[src/fsl_pkg.sv]
// package: command codes, status bits, register map and timing for the flash host
package fsl_pkg;
  // command opcodes, configurable
  localparam logic [7:0] CMD_ERASE_SUSPEND = 8'hB0;
  localparam logic [7:0] CMD_ERASE_RESUME = 8'hD0;
  localparam logic [7:0] CMD_WRITE_SUSPEND = 8'hB0;
  localparam logic [7:0] CMD_WRITE_RESUME = 8'hD0;
  localparam logic [7:0] CMD_LOCK_SETUP = 8'h60;
  localparam logic [7:0] CMD_SET_LOCK_CONFIRM = 8'h01;
  localparam logic [7:0] CMD_CLEAR_LOCK_CONFIRM = 8'hD0;
  localparam logic [7:0] CMD_READ_STATUS = 8'h70;
  localparam logic [7:0] CMD_CLEAR_STATUS = 8'h50;
  localparam logic [7:0] CMD_READ_ARRAY = 8'hFF;
  // status register bit positions
  localparam int SR_READY = 7;
  localparam int SR_ERASE_SUSP = 6;
  localparam int SR_ERASE_ERR = 5;
  localparam int SR_WRITE_ERR = 4;
  localparam int SR_VPP_LOW = 3;
  localparam int SR_WRITE_SUSP = 2;
  localparam int SR_LOCK_VIOL = 1;
  // host register offsets
  localparam logic [3:0] REG_CTRL = 4'h0;
  localparam logic [3:0] REG_ADDR = 4'h1;
  localparam logic [3:0] REG_STATUS = 4'h2;
  localparam logic [3:0] REG_FLASH_SR = 4'h3;
  localparam logic [3:0] REG_RDATA = 4'h4;
  // control codes written to the ctrl register
  localparam logic [3:0] OP_ERASE_SUSPEND = 4'h1;
  localparam logic [3:0] OP_ERASE_RESUME = 4'h2;
  localparam logic [3:0] OP_WRITE_SUSPEND = 4'h3;
  localparam logic [3:0] OP_WRITE_RESUME = 4'h4;
  localparam logic [3:0] OP_SET_LOCK = 4'h5;
  localparam logic [3:0] OP_CLEAR_LOCK = 4'h6;
  localparam logic [3:0] OP_READ_ARRAY = 4'h7;
  localparam logic [3:0] OP_CLEAR_STATUS = 4'h8;
  localparam logic [3:0] OP_READ_STATUS = 4'h9;
  // flash bus timing
  localparam int CLK_NS = 10;
  localparam int T_PULSE_NS = 60;
  localparam int T_PULSE_CYC = (T_PULSE_NS + CLK_NS - 1) / CLK_NS;
  localparam int T_ACCESS_NS = 100;
  localparam int T_ACCESS_CYC = (T_ACCESS_NS + CLK_NS - 1) / CLK_NS;
  localparam int T_POLL_TIMEOUT_CYC = 8_000_000;
  localparam logic [7:0] RESET_SR = 8'h00;
endpackage

[src/fsl_bus_cycle.sv]
// one timed flash bus cycle: write command or read a word
`timescale 1ns/100ps
module fsl_bus_cycle #(
  parameter int DW = 16,
  parameter int AW = 21
) (
  input wire logic clk_sys, // system clock
  input wire logic rstn, // async reset, active low
  input wire logic start, // begin a cycle, one-cycle pulse
  input wire logic is_read, // 1 read, 0 write
  input wire logic [AW-1:0] addr, // address for the cycle
  input wire logic [DW-1:0] wdata, // data for a write
  input wire logic [DW-1:0] dq_in_s, // synchronised data pins
  output logic busy, // cycle in progress
  output logic done, // one-cycle pulse at end
  output logic [DW-1:0] rdata, // captured read data
  output logic [AW-1:0] fa, // flash address pins
  output logic [DW-1:0] dq_out, // data out
  output logic dq_oe, // data drive enable
  output logic ce_n, // chip enable, low active
  output logic we_n, // write enable, low active
  output logic oe_n // output enable, low active
);
  localparam logic [7:0] PULSE = 8'(fsl_pkg::T_PULSE_CYC);
  // read waits for access time plus the synchroniser's two flops
  localparam logic [7:0] ACC = 8'(fsl_pkg::T_ACCESS_CYC + 2);
  logic [7:0] cnt_reg;
  logic rd_reg;
  wire last = busy && (cnt_reg == 8'h01);
  always_ff @(posedge clk_sys or negedge rstn) begin
    if (!rstn) begin
      cnt_reg <= '0;
      rd_reg <= 1'b0;
      busy <= 1'b0;
      done <= 1'b0;
      rdata <= '0;
      fa <= '0;
      dq_out <= '0;
      dq_oe <= 1'b0;
      ce_n <= 1'b1;
      we_n <= 1'b1;
      oe_n <= 1'b1;
    end else begin
      done <= last;
      if (start && !busy) begin
        busy <= 1'b1;
        rd_reg <= is_read;
        cnt_reg <= is_read ? ACC : PULSE;
        fa <= addr;
        dq_out <= wdata;
        dq_oe <= !is_read;
        ce_n <= 1'b0;
        we_n <= is_read;
        oe_n <= !is_read;
      end else if (last) begin
        // data latched by the device mid pulse, before we_n rises here
        busy <= 1'b0;
        cnt_reg <= '0;
        if (rd_reg) rdata <= dq_in_s;
        ce_n <= 1'b1;
        we_n <= 1'b1;
        oe_n <= 1'b1;
        dq_oe <= 1'b0;
      end else if (busy) begin
        cnt_reg <= cnt_reg - 8'h01;
      end
    end
  end
endmodule

[src/fsl_host.sv]
// host controller for flash suspend, resume and lock-bit commands
//
// Function
// - during erase suspend, read/write other blocks; the host only issues array reads, it has no write command
// - erase suspend allows read, status, resume and write suspend
// - hold reset high, protect pin stable
// - write suspend allows read, status, resume only
// - set lock: setup write then confirm write
// - poll ready, check write error, clear; the host only polls ready and leaves error check and clear to software
// - after clear, check erase error, clear; the host only polls ready and leaves error check and clear to software
// - aborted clear must be repeated; the host never reissues it, software must
//
// Chosen here: the address-and-strobe port and the register addresses.
`timescale 1ns/100ps
module fsl_host #(
  parameter int DW = 16,
  parameter int AW = 21,
  parameter int POLL_LIMIT = fsl_pkg::T_POLL_TIMEOUT_CYC,
  parameter logic [7:0] OPC_ERASE_SUSPEND = fsl_pkg::CMD_ERASE_SUSPEND,
  parameter logic [7:0] OPC_ERASE_RESUME = fsl_pkg::CMD_ERASE_RESUME,
  parameter logic [7:0] OPC_WRITE_SUSPEND = fsl_pkg::CMD_WRITE_SUSPEND,
  parameter logic [7:0] OPC_WRITE_RESUME = fsl_pkg::CMD_WRITE_RESUME,
  parameter logic [7:0] OPC_LOCK_SETUP = fsl_pkg::CMD_LOCK_SETUP,
  parameter logic [7:0] OPC_SET_CONFIRM = fsl_pkg::CMD_SET_LOCK_CONFIRM,
  parameter logic [7:0] OPC_CLR_CONFIRM = fsl_pkg::CMD_CLEAR_LOCK_CONFIRM
) (
  input wire logic clk_sys, // system clock, 100 MHz
  input wire logic rstn, // async reset, active low
  input wire logic [3:0] reg_addr, // register index
  input wire logic [31:0] reg_wdata, // register write data
  input wire logic reg_wr, // write strobe
  input wire logic reg_rd, // read strobe
  output logic [31:0] reg_rdata, // read data, cycle after strobe
  input wire logic sts_in, // device status pin, pulled up
  input wire logic [DW-1:0] dq_in, // flash data pins in
  output logic [DW-1:0] dq_out, // flash data pins out
  output logic dq_oe, // flash data drive enable
  output logic [AW-1:0] fa, // flash address
  output logic ce_n, // chip enable, low active
  output logic we_n, // write enable, low active
  output logic oe_n, // output enable, low active
  output logic reset_powerdown_n, // device reset, low active
  output logic write_protect_n // device write protect, low active
);
  // ==========================================================
  // state machine
  typedef enum logic [2:0] {
    S_IDLE = 3'b000,
    S_CMD1 = 3'b001,
    S_CMD2 = 3'b010,
    S_POLL = 3'b011,
    S_WAIT = 3'b100,
    S_READ = 3'b101
  } fsl_state_t;

  // suspend context the host tracks to police the command set
  typedef enum logic [1:0] {
    C_NONE = 2'b00,
    C_ERASE_SUSP = 2'b01,
    C_WRITE_SUSP = 2'b10
  } fsl_ctx_t;

  fsl_state_t state_reg, state_next;
  fsl_ctx_t ctx_reg;
  logic [3:0] op_reg;
  logic [AW-1:0] addr_reg;
  logic [7:0] sr_reg;
  logic [DW-1:0] rword_reg;
  logic [31:0] poll_cnt_reg;
  logic done_flag_reg, refused_reg, timeout_reg, nest_busy_reg;
  logic wp_reg, rp_reg, ro_reg;
  logic start_reg, is_read_reg, op_is_poll_r;
  logic [DW-1:0] wdata_reg;
  logic [31:0] rdata_reg;
  logic cyc_done, sts_s;
  logic [DW-1:0] cyc_rdata, dq_s;

  // ==========================================================
  // pin synchronisers
  fsl_sync #(.WIDTH(DW + 1)) u_sync (
    .clk_sys(clk_sys),
    .rstn(rstn),
    .d_in({sts_in, dq_in}),
    .d_out({sts_s, dq_s})
  );

  fsl_bus_cycle #(.DW(DW), .AW(AW)) u_cyc (
    .clk_sys(clk_sys),
    .rstn(rstn),
    .start(start_reg),
    .is_read(is_read_reg),
    .addr(addr_reg),
    .wdata(wdata_reg),
    .dq_in_s(dq_s),
    .busy(),
    .done(cyc_done),
    .rdata(cyc_rdata),
    .fa(fa),
    .dq_out(dq_out),
    .dq_oe(dq_oe),
    .ce_n(ce_n),
    .we_n(we_n),
    .oe_n(oe_n)
  );

  // ==========================================================
  // command decode
  function automatic logic [7:0] first_opc(input logic [3:0] op);
    unique case (op)
      fsl_pkg::OP_ERASE_SUSPEND: first_opc = OPC_ERASE_SUSPEND;
      fsl_pkg::OP_ERASE_RESUME: first_opc = OPC_ERASE_RESUME;
      fsl_pkg::OP_WRITE_SUSPEND: first_opc = OPC_WRITE_SUSPEND;
      fsl_pkg::OP_WRITE_RESUME: first_opc = OPC_WRITE_RESUME;
      fsl_pkg::OP_SET_LOCK: first_opc = OPC_LOCK_SETUP;
      fsl_pkg::OP_CLEAR_LOCK: first_opc = OPC_LOCK_SETUP;
      fsl_pkg::OP_READ_ARRAY: first_opc = fsl_pkg::CMD_READ_ARRAY;
      fsl_pkg::OP_CLEAR_STATUS: first_opc = fsl_pkg::CMD_CLEAR_STATUS;
      default: first_opc = fsl_pkg::CMD_READ_STATUS;
    endcase
  endfunction

  wire ctrl_wr = reg_wr && (reg_addr == fsl_pkg::REG_CTRL);
  wire addr_wr = reg_wr && (reg_addr == fsl_pkg::REG_ADDR);
  wire [3:0] new_op = reg_wdata[3:0];
  wire op_is_lock = (new_op == fsl_pkg::OP_SET_LOCK) ||
                    (new_op == fsl_pkg::OP_CLEAR_LOCK);
  wire op_is_poll = (new_op != fsl_pkg::OP_READ_ARRAY) &&
                    (new_op != fsl_pkg::OP_CLEAR_STATUS);
  // legal commands per suspend context
  wire allow_erase_susp = (new_op == fsl_pkg::OP_READ_ARRAY) ||
                          (new_op == fsl_pkg::OP_READ_STATUS) ||
                          (new_op == fsl_pkg::OP_ERASE_RESUME) ||
                          (new_op == fsl_pkg::OP_WRITE_SUSPEND);
  wire allow_write_susp = (new_op == fsl_pkg::OP_READ_ARRAY) ||
                          (new_op == fsl_pkg::OP_READ_STATUS) ||
                          (new_op == fsl_pkg::OP_WRITE_RESUME);
  wire allow_none = (new_op != fsl_pkg::OP_ERASE_RESUME) &&
                    (new_op != fsl_pkg::OP_WRITE_RESUME) &&
                    (new_op != 4'h0) && (new_op <= 4'h9);
  wire legal = (ctx_reg == C_ERASE_SUSP) ? allow_erase_susp :
               (ctx_reg == C_WRITE_SUSP) ? allow_write_susp : allow_none;
  // erase resume refused while a nested write is still busy
  wire resume_blocked = (new_op == fsl_pkg::OP_ERASE_RESUME) &&
                        nest_busy_reg;
  wire accept = ctrl_wr && (state_reg == S_IDLE) && legal &&
                !resume_blocked;
  wire reject = ctrl_wr && !accept;
  wire second_cycle = (op_reg == fsl_pkg::OP_SET_LOCK) ||
                      (op_reg == fsl_pkg::OP_CLEAR_LOCK);
  wire [7:0] confirm_opc = (op_reg == fsl_pkg::OP_SET_LOCK) ?
                           OPC_SET_CONFIRM : OPC_CLR_CONFIRM;
  wire [7:0] rd_sr = cyc_rdata[7:0];
  wire ready_now = rd_sr[fsl_pkg::SR_READY] && sts_s;
  wire susp_target = (op_reg == fsl_pkg::OP_ERASE_SUSPEND) ?
                     rd_sr[fsl_pkg::SR_ERASE_SUSP] :
                     (op_reg == fsl_pkg::OP_WRITE_SUSPEND) ?
                     rd_sr[fsl_pkg::SR_WRITE_SUSP] : 1'b1;
  wire poll_over = (poll_cnt_reg == 32'(POLL_LIMIT));
  wire is_suspend = (op_reg == fsl_pkg::OP_ERASE_SUSPEND) ||
                    (op_reg == fsl_pkg::OP_WRITE_SUSPEND);

  // ==========================================================
  // sequencer
  always_comb begin
    state_next = state_reg;
    unique case (state_reg)
      S_IDLE: if (accept) state_next = S_CMD1;
      S_CMD1: if (cyc_done) state_next = second_cycle ? S_CMD2 :
                (op_reg == fsl_pkg::OP_READ_ARRAY) ? S_READ :
                (op_is_poll_r ? S_POLL : S_IDLE);
      S_CMD2: if (cyc_done) state_next = S_POLL;
      S_POLL: if (cyc_done) state_next = S_WAIT;
      S_WAIT: if (ready_now && susp_target) state_next = S_IDLE;
              else if (poll_over) state_next = S_IDLE;
              else state_next = S_POLL;
      S_READ: if (cyc_done) state_next = S_IDLE;
      default: state_next = S_IDLE;
    endcase
  end

  always_ff @(posedge clk_sys or negedge rstn) begin
    if (!rstn) state_reg <= S_IDLE;
    else state_reg <= state_next;
  end

  always_ff @(posedge clk_sys or negedge rstn) begin
    if (!rstn) begin
      op_reg <= '0;
      op_is_poll_r <= 1'b0;
    end else if (accept) begin
      op_reg <= new_op;
      op_is_poll_r <= op_is_poll;
    end
  end

  // bus cycle requests; after suspend/resume/lock the device answers
  // with status, so polls need no extra read-status command
  wire launch = (state_reg == S_IDLE && accept) ||
                (state_reg == S_CMD1 && cyc_done && second_cycle) ||
                (state_reg == S_CMD1 && cyc_done &&
                 op_reg == fsl_pkg::OP_READ_ARRAY) ||
                (state_reg == S_CMD1 && cyc_done && op_is_poll_r &&
                 !second_cycle) ||
                (state_reg == S_CMD2 && cyc_done) ||
                (state_reg == S_WAIT && state_next == S_POLL);
  wire launch_rd = (state_reg != S_IDLE) &&
                   !(state_reg == S_CMD1 && second_cycle);
  wire [DW-1:0] launch_data = (state_reg == S_IDLE) ?
                              DW'(first_opc(new_op)) : DW'(confirm_opc);
  always_ff @(posedge clk_sys or negedge rstn) begin
    if (!rstn) begin
      start_reg <= 1'b0;
      is_read_reg <= 1'b0;
      wdata_reg <= '0;
    end else begin
      start_reg <= launch;
      if (launch) begin
        is_read_reg <= launch_rd;
        wdata_reg <= launch_data;
      end
    end
  end

  always_ff @(posedge clk_sys or negedge rstn) begin
    if (!rstn) addr_reg <= '0;
    else if (addr_wr) addr_reg <= reg_wdata[AW-1:0];
  end

  // ==========================================================
  // captured status and context
  wire finish = (state_reg == S_WAIT) && (state_next == S_IDLE);
  wire op_ok = ready_now && susp_target;
  always_ff @(posedge clk_sys or negedge rstn) begin
    if (!rstn) begin
      sr_reg <= fsl_pkg::RESET_SR;
      ctx_reg <= C_NONE;
      nest_busy_reg <= 1'b0;
      timeout_reg <= 1'b0;
      rword_reg <= '0;
    end else begin
      if (state_reg == S_WAIT) sr_reg <= rd_sr;
      if (state_reg == S_READ && cyc_done) rword_reg <= cyc_rdata;
      // a nested write in erase suspend shows busy with flag held
      if (state_reg == S_WAIT && ctx_reg == C_ERASE_SUSP)
        nest_busy_reg <= !rd_sr[fsl_pkg::SR_READY] &&
                         rd_sr[fsl_pkg::SR_ERASE_SUSP];
      if (finish && op_ok) begin
        unique case (op_reg)
          fsl_pkg::OP_ERASE_SUSPEND: ctx_reg <= C_ERASE_SUSP;
          fsl_pkg::OP_WRITE_SUSPEND: ctx_reg <= C_WRITE_SUSP;
          fsl_pkg::OP_ERASE_RESUME: ctx_reg <= C_NONE;
          fsl_pkg::OP_WRITE_RESUME: ctx_reg <= rd_sr[fsl_pkg::SR_ERASE_SUSP]
                                     ? C_ERASE_SUSP : C_NONE;
          default: ctx_reg <= ctx_reg;
        endcase
      end
      if (accept) timeout_reg <= 1'b0;
      else if (finish && !op_ok) timeout_reg <= 1'b1;
    end
  end

  always_ff @(posedge clk_sys or negedge rstn) begin
    if (!rstn) poll_cnt_reg <= '0;
    else if (accept) poll_cnt_reg <= '0;
    else if (state_reg == S_WAIT && !poll_over)
      poll_cnt_reg <= poll_cnt_reg + 32'h0000_0001;
  end

  // done and refused are sticky; a new done wins over a clear, a clear wins over a new refusal
  wire clr_sticky = ctrl_wr && reg_wdata[31];
  always_ff @(posedge clk_sys or negedge rstn) begin
    if (!rstn) begin
      done_flag_reg <= 1'b0;
      refused_reg <= 1'b0;
    end else begin
      // clear status ends straight after its command cycle, read array after its read
      done_flag_reg <= finish || (state_reg == S_READ && cyc_done) ||
                       (state_reg == S_CMD1 && cyc_done &&
                        state_next == S_IDLE) ||
                       (done_flag_reg && !clr_sticky && !accept);
      refused_reg <= (reject && !clr_sticky) ||
                     (refused_reg && !clr_sticky);
    end
  end

  // reset and protect held steady unless software changes them
  always_ff @(posedge clk_sys or negedge rstn) begin
    if (!rstn) begin
      rp_reg <= 1'b0;
      wp_reg <= 1'b0;
      ro_reg <= 1'b0;
    end else begin
      ro_reg <= 1'b1;
      rp_reg <= ro_reg;
      // protect pin only moves while no suspend is in force
      if (ctrl_wr && reg_wdata[30] && ctx_reg == C_NONE &&
          state_reg == S_IDLE)
        wp_reg <= reg_wdata[8];
    end
  end
  assign reset_powerdown_n = rp_reg;
  assign write_protect_n = wp_reg;

  // ==========================================================
  // register read port
  wire [31:0] status_word = {22'h0, is_suspend, timeout_reg, refused_reg,
                             done_flag_reg, ctx_reg, sts_s,
                             state_reg != S_IDLE, wp_reg, rp_reg};
  wire [31:0] rd_mux = (reg_addr == fsl_pkg::REG_CTRL) ? {28'h0, op_reg} :
                       (reg_addr == fsl_pkg::REG_ADDR) ? 32'(addr_reg) :
                       (reg_addr == fsl_pkg::REG_STATUS) ? status_word :
                       (reg_addr == fsl_pkg::REG_FLASH_SR) ? 32'(sr_reg) :
                       (reg_addr == fsl_pkg::REG_RDATA) ? 32'(rword_reg) :
                       32'h0000_0000;
  always_ff @(posedge clk_sys or negedge rstn) begin
    if (!rstn) rdata_reg <= '0;
    else if (reg_rd) rdata_reg <= rd_mux;
    else rdata_reg <= '0;
  end
  assign reg_rdata = rdata_reg;
endmodule

[src/fsl_sync.sv]
// two-flop synchroniser for a pin input
`timescale 1ns/100ps
module fsl_sync #(
  parameter int WIDTH = 1
) (
  input wire logic clk_sys, // system clock
  input wire logic rstn, // async reset, active low
  input wire logic [WIDTH-1:0] d_in, // asynchronous input
  output logic [WIDTH-1:0] d_out // synchronised level
);
  logic [WIDTH-1:0] meta_reg;
  always_ff @(posedge clk_sys or negedge rstn) begin
    if (!rstn) begin
      meta_reg <= '0;
      d_out <= '0;
    end else begin
      meta_reg <= d_in;
      d_out <= meta_reg;
    end
  end
endmodule

[config.mk]
export PLATFORM = sky130hd
export DESIGN_NAME = fsl_host
export DESIGN_NICKNAME = d
export VERILOG_FILES = /design/src/fsl_pkg.sv /design/src/fsl_bus_cycle.sv /design/src/fsl_host.sv /design/src/fsl_sync.sv
export SDC_FILE = /design/constraint.sdc
export NUM_CORES = 1
export LEC_CHECK = 0
export ABC_CLOCK_PERIOD_IN_PS = 3000
export BUFFER_PORTS_ARGS = -buffer_cell sky130_fd_sc_hd__buf_2
export CAP_MARGIN = 10
export CORE_ASPECT_RATIO = 0.8
export CORE_UTILIZATION = 35
export CTS_CLUSTER_SIZE = 25
export DETAILED_ROUTE_END_ITERATION = 12
export HOLD_SLACK_MARGIN = 0.06
export PLACE_DENSITY = 0.49
export SLEW_MARGIN = 40
export SYNTH_ARGS = -nofsm -noshare
export SYNTH_HDL_FRONTEND = slang
export SYNTH_SLANG_ARGS = --single-unit
[constraint.sdc]
create_clock -name clk_sys -period 3 [get_ports clk_sys]
set_input_delay 0 -clock clk_sys [delete_from_list [all_inputs] [get_ports clk_sys]]
set_output_delay 0 -clock clk_sys [all_outputs]
set_load 0.05 [all_outputs]
==> reports/metrics.yaml, run 1 <==
status: "finished clean"
grt_use_met2_pct: 21.8
finalSetupTns_ns: 0
use_met3_pct: 1.97
fp.dieW_um: 184
netlist_area_um2: 9260
ys_types: 63
r2r_slack_ns: 0.25
cap_violations: 0
rr_worst_depth: 7
grt_setup_unrepaired: "no"
viasPerCell: 4.88
cts_resized: 0
cp_max_fo: 24
overflow: 0
mostFrequentLayoutCells: "212 x dfrtp_1, 102 x buf_2, 87 x mux2_2"
total_power_w: 0.00631
cts_buffer_depth: 3
layout_commonest_cell: "dfrtp_1"
clock_sinks: 215
grt-busiest-layer: "met1"
use_met1_pct: 25.8
p_leak_nw: 5.48
io_buffer_count: 103
place_congestion: 0.773
ctsHoldBuffers: 46
clkLatencyLatePin_ns: 0.50
skew_ns: 0.00672
diodes: 0
grt_pass1_vias: 6164
synthToLayoutAreaGrowth_pct: 22.9
ys_seq_elements: 215
yosysTopAreaCell: "dfrtp_1"
r2r_end: "refused_reg$_DFF_PN0_"
worst_slew_pin_slew_ns: 0.725
drive_gt1_share_pct: 27.1
slew_violations: 0
die_area_um2: 27100
nets: 1010
ys.flop_type: "dfrtp_1"
largest_register_ffs: 32
cts_tree: "done"
cts_root_buffer: "clkbuf_16"
arrival_ns: 3.12
grt_max_degree: 94
synth_top_area_share_pct: 57.3
drt-pass1-iter-count: 5
routedWlPerCell_um: 16.0
powerDensity_nw_per_um2: 554
num_rows: 52
grt_pass1_wl_mm: 34.2
post-route-period-util_pct: 91.6
syn_avg_cell_area_um2: 11.7
end_kind: "flop"
synthTopCellsByArea: "dfrtp_1 57%, mux2_2 11%, nand2_1 2.6%, o21ai_0 2.1%, a21oi_1 2.1%"
path_clk_slew_ns: 0.06
drtIter0Drc: 351
slew_headroom_pct: 51.7
period_minus_slack_ns: 2.75
wirelength_mm: 20.9
post_cts_buffers: 0
cts.htree.levels: 1
hold_viol: 0
synth_warnings: 0
path_class: "reg2reg"
vias: 6393
cp-start-kind: "flop"
core_um2: 25600
die_y_um: 148
antenna_found_initial: 0
irDropWorstVdd_uv: 326
syn_inst: 792
required_ns: 3.38
cts_inserted_buffers: 23
synth_edf_count: 0
track_usage_pct: 15.8
ios: 132
async_flop_share_pct: 100
fmaxAchievable_ghz: 0.364
fillers: 2449
ant_nets: 0
hp-class: "in2async"
place_hpwl_mm: 14.1
ys_seq_area_share_pct: 58.1
post-route-drc-count: 0
start_util_pct: 36.1
setup_viol: 0
regToRegStartpoint: "ctx_reg[0]$_DFFE_PN0P_"
## worst max-delay path: stages (launching register included)
cell           delay, ns
dfrtp_1             0.56
xor2_1              0.33
a221oi_1            0.14
a2111oi_4           0.43
buf_4               0.37
nor2_1              0.07
o21a_1              0.17
dlygate4sd3_1       0.55
## report_power, final
group	switching (W)	leakage [nW]	total (W)	internal [W]
Sequential	0.0000664	2.68	0.00307	0.00300
Clock	0.00112	0.381	0.00287	0.00175
Combinational	0.000219	2.42	0.000368	0.000149
Total	0.00140	5.48	0.00631	0.00490
## worst max-delay path by stage
| stage | startpoint | end | cells after the start |
|---|---|---|---|
| 6_report | ctx_reg[0]$_DFFE_PN0P_ | refused_reg$_DFF_PN0_ | 7 |
| 5_1_grt | ctx_reg[0]$_DFFE_PN0P_ | refused_reg$_DFF_PN0_ | 7 |
| 4_1_cts | ctx_reg[0]$_DFFE_PN0P_ | refused_reg$_DFF_PN0_ | 7 |
| 3_5_place_dp | ctx_reg[0]$_DFFE_PN0P_ | op_is_poll_r$_DFFE_PN0N_ | 6 |
| 3_3_place_gp | poll_cnt_reg[0]$_DFFE_PN0P_ | wdata_reg[5]$_DFFE_PN0P_ | 7 |
| 2_1_floorplan | ctx_reg[0]$_DFFE_PN0P_ | is_read_reg$_DFFE_PN0P_ | 6 |
## final cells by class
cell class | count | area (um^2) | area share [%]
clock buffers | 36 | 694 | 6.10
clock inverters | 5 | 75.1 | 0.659
inverters | 20 | 75.1 | 0.659
multi-input cells | 518 | 3580 | 31.4
flip-flops and latches | 215 | 5380 | 47.3
well taps | 351 | 439 | 3.86
repair buffers | 166 | 1140 | 10.0
## kinds of logic (layout without fill, tap and decap cells)
family	Yosys count	count (layout)	synth area share, %
flip-flops	215	215	58.1
multiplexers	92	92	11.1
AND/OR/NAND/NOR	236	236	13.6
buffers and inverters	77	227	4.05
adder cells (fa/ha/maj)	9	9	1.22
other	2	20	0.0811
AO/OA/AOI/OAI	150	150	10.8
XOR/XNOR	11	11	1.04
## routing by layer
layer	routed length (um)	vias up	share of wire (%)
li1	-	3102	-
met1	11200	3139	53
met2	8590	124	41
met3	780	28	3.7
met4	412	0	2.0
met5	0	-	0
## through the flow
stage	setup WS, ns	cells	hold slack [ns]	area (um^2)	utilization (%)
2_1_floorplan	0.778	810	-0.296	9330	-
3_5_place_dp	0.574	1224	0.0749	10200	39.6
5_1_grt	0.0943	1311	0.137	11400	44.4
3_3_place_gp	0.618	1224	0.0812	10200	39.6
4_1_cts	0.225	1311	0.102	11400	44.4
6_report	0.252	1311	0.103	11400	44.4
## cell usage after synthesis (all sizes together), types with 5 or more instances
cell    instances
or4            10
ha              9
xnor2           6
o211ai          6
or3            17
inv            20
o31ai          11
and3            7
nand2b         17
nand4           8
nor2           42
a22oi          17
nor3           17
mux2           87
nor2b           9
nand2          64
dfrtp         212
o21ai          40
clkbuf         26
a21oi          38
buf            31
nor4            7
mux2i           5
xor2            5
nand3          16
(Power assumes the default switching activity.)
==> run 2: changes to the inputs <==
--- a/config.mk
+++ b/config.mk
@@ -5,7 +5,7 @@
 export SDC_FILE = /design/constraint.sdc
 export NUM_CORES = 1
 export LEC_CHECK = 0
-export ABC_CLOCK_PERIOD_IN_PS = 3000
+export ABC_CLOCK_PERIOD_IN_PS = 2310
 export BUFFER_PORTS_ARGS = -buffer_cell sky130_fd_sc_hd__buf_2
 export CAP_MARGIN = 10
 export CORE_ASPECT_RATIO = 0.8
@@ -13,7 +13,7 @@
 export CTS_CLUSTER_SIZE = 25
 export DETAILED_ROUTE_END_ITERATION = 12
 export HOLD_SLACK_MARGIN = 0.06
-export PLACE_DENSITY = 0.49
+export PLACE_DENSITY = 0.51
 export SLEW_MARGIN = 40
 export SYNTH_ARGS = -nofsm -noshare
 export SYNTH_HDL_FRONTEND = slang
==> constraint.sdc (replaced) <==
create_clock -name clk_sys -period 2.31 [get_ports clk_sys]
set_input_delay 0 -clock clk_sys [delete_from_list [all_inputs] [get_ports clk_sys]]
set_output_delay 0 -clock clk_sys [all_outputs]
set_load 0.05 [all_outputs]
==> reports/metrics.yaml, run 2 (same netlist as run 1, synthesis figures left out) <==
status: "finished clean"
die_y_um: 148
cp_slowest_cell: "dlygate4sd3_1"
irDropWorstVdd_uv: 439
drt-pass1-iter-count: 5
finalSetupTns_ns: 0
start_util_pct: 36.1
path_delay_family: "buffers and inverters"
layout_commonest_cell: "dfrtp_1"
regToRegStartpoint: "poll_cnt_reg[0]$_DFFE_PN0P_"
fp.dieW_um: 184
hp-class: "in2async"
ios: 132
synthToLayoutAreaGrowth_pct: 26.9
powerDensity_nw_per_um2: 733
cp_max_fo: 8
path_clk_slew_ns: 0.06
cts_tree: "done"
clkLatencyLatePin_ns: 0.52
multi_input_area_um2: 3610
grt_setup_unrepaired: "no"
slowest_delay_ns: 0.52
clkPwrFrac_pct: 48.2
die_area_um2: 27100
period_minus_slack_ns: 2.16
fillers: 2449
power_frac_comb_pct: 5.6
num_rows: 52
mostFrequentLayoutCells: "212 x dfrtp_1, 102 x buf_2, 87 x mux2_2"
track_usage_pct: 16.2
swShare_pct: 22.4
cts.htree.levels: 1
hold_viol: 0
seq_power_share_pct: 46.2
slew_headroom_pct: 60.3
ant_nets: 0
largest_register_ffs: 32
place_hpwl_mm: 14.7
drive_gt1_share_pct: 30.0
overflow: 0
slew_violations: 0
cts_inserted_buffers: 24
drtIter0Drc: 348
cp-start-kind: "primary input"
grt_pass1_vias: 6373
cts_buffer_depth: 3
skew_ns: 0.0205
end_kind: "flop"
wirelength_mm: 21.4
worst_slew_pin_slew_ns: 0.594
arrival_ns: 2.55
core_um2: 25600
path_class: "in2reg"
fmaxAchievable_ghz: 0.463
vias: 6571
place_congestion: 0.799
p_switching_w: 0.00193
antenna_found_initial: 0
worstPathCellList: "dlygate4sd3_1 > buf_2 > inv_1 > ha_1 > or2_2 > a221oi_1 > a2111oi_4 > a211oi_4 > buf_4 > mux2_2"
grt_pass1_wl_mm: 35.1
setup_viol: 0
nets: 1039
clock_sinks: 215
grt_max_degree: 70
r2r_end: "wdata_reg[5]$_DFFE_PN0P_"
hold_slack_ns: 0.0548
post-route-period-util_pct: 93.6
p_leak_nw: 5.67
required_ns: 2.70
diodes: 0
io_buffer_count: 103
rr_worst_depth: 8
startpoint: "reg_wdata[1]"
critPathBufInv: 4
cap_violations: 0
internal_power_w: 0.00670
regArea_um2: 5380
viasPerCell: 4.90
cts_root_buffer: "clkbuf_16"
post-route-drc-count: 0
r2r_slack_ns: 0.15
routedWlPerCell_um: 15.9
==> run 2: cell count changes in the layout (fill, tap and decap cells not counted), moves of 2 or more <==
| cell | before | now |
|---|---|---|
| buf_4 | 15 | 39 |
| clkbuf_1 | 6 | 1 |
| clkbuf_8 | 7 | 2 |
| clkinv_2 | 3 | 8 |
| bufinv_16 | 2 | 5 |
| clkbuf_16 | 23 | 25 |
| clkinvlp_4 | 0 | 2 |
==> run 2: cell type report <==
cell class | count | area share, %
sequential | 215 | 45.8
multi-input combinational | 518 | 30.7
timing repair buffer | 194 | 11.7
clock buffer | 28 | 5.59
tap | 351 | 3.74
clock inverter | 16 | 1.84
inverter | 20 | 0.639
==> run 2: worst reg2reg max path: cells and delay by family (launching register included) <==
family                   cells  cell delay [ns]
buffers and inverters        2             0.28
adder cells (fa/ha/maj)      1             0.14
flip-flops                   1             0.39
AND/OR/NAND/NOR              2             0.40
multiplexers                 1             0.35
AO/OA/AOI/OAI                2             0.49
==> run 2: repair_timing <==
action,4_1_cts,5_1_grt
resized for setup,0,7
endpoints found under the setup margin,0,32
hold endpoints to repair,270,0
setup buffers,0,1
hold buffers,47,0
==> run 2: metrics by stage <==
stage	instances	utilization (%)	setup slack [ns]	cell area (um^2)	total power [W]
5_1_grt	1342	45.9	0.0182	11800	0.00895
3_5_place_dp	1250	40.4	0.0105	10400	0.00448
2_1_floorplan	810	-	0.0875	9330	0.00429
3_3_place_gp	1250	40.4	0.0646	10400	0.00448
4_1_cts	1341	45.7	0.0215	11700	0.00875
6_report	1342	45.9	0.149	11800	0.00862
==> run 2: metal layers <==
metal / track usage [%] / part of all wire, %
met1: 26.0 / 52
met2: 22.7 / 41
met3: 2.12 / 4.7
met4: 4.08 / 1.8
met5: 0 / 0
==> run 2: worst max path at each step <==
stage	cells past startpoint	slack, ns	end
3_5_place_dp	8	0.01	wdata_reg[0]$_DFFE_PN0P_
6_report	10	0.15	wdata_reg[5]$_DFFE_PN0P_
2_1_floorplan	6	0.09	is_read_reg$_DFFE_PN0P_
5_1_grt	10	0.02	poll_cnt_reg[20]$_DFFE_PN0P_
4_1_cts	9	0.02	wdata_reg[5]$_DFFE_PN0P_
3_3_place_gp	8	0.06	wdata_reg[5]$_DFFE_PN0P_
==> run 2: power groups by stage <==
stage,Clock (W),Combinational [W],Sequential (W)
floorplan,0,0.000248,0.00404
global placement,0,0.000426,0.00405
detailed placement,0,0.000428,0.00405
CTS,0.00428,0.000491,0.00398
global route,0.00442,0.000536,0.00400
finish,0.00416,0.000482,0.00398
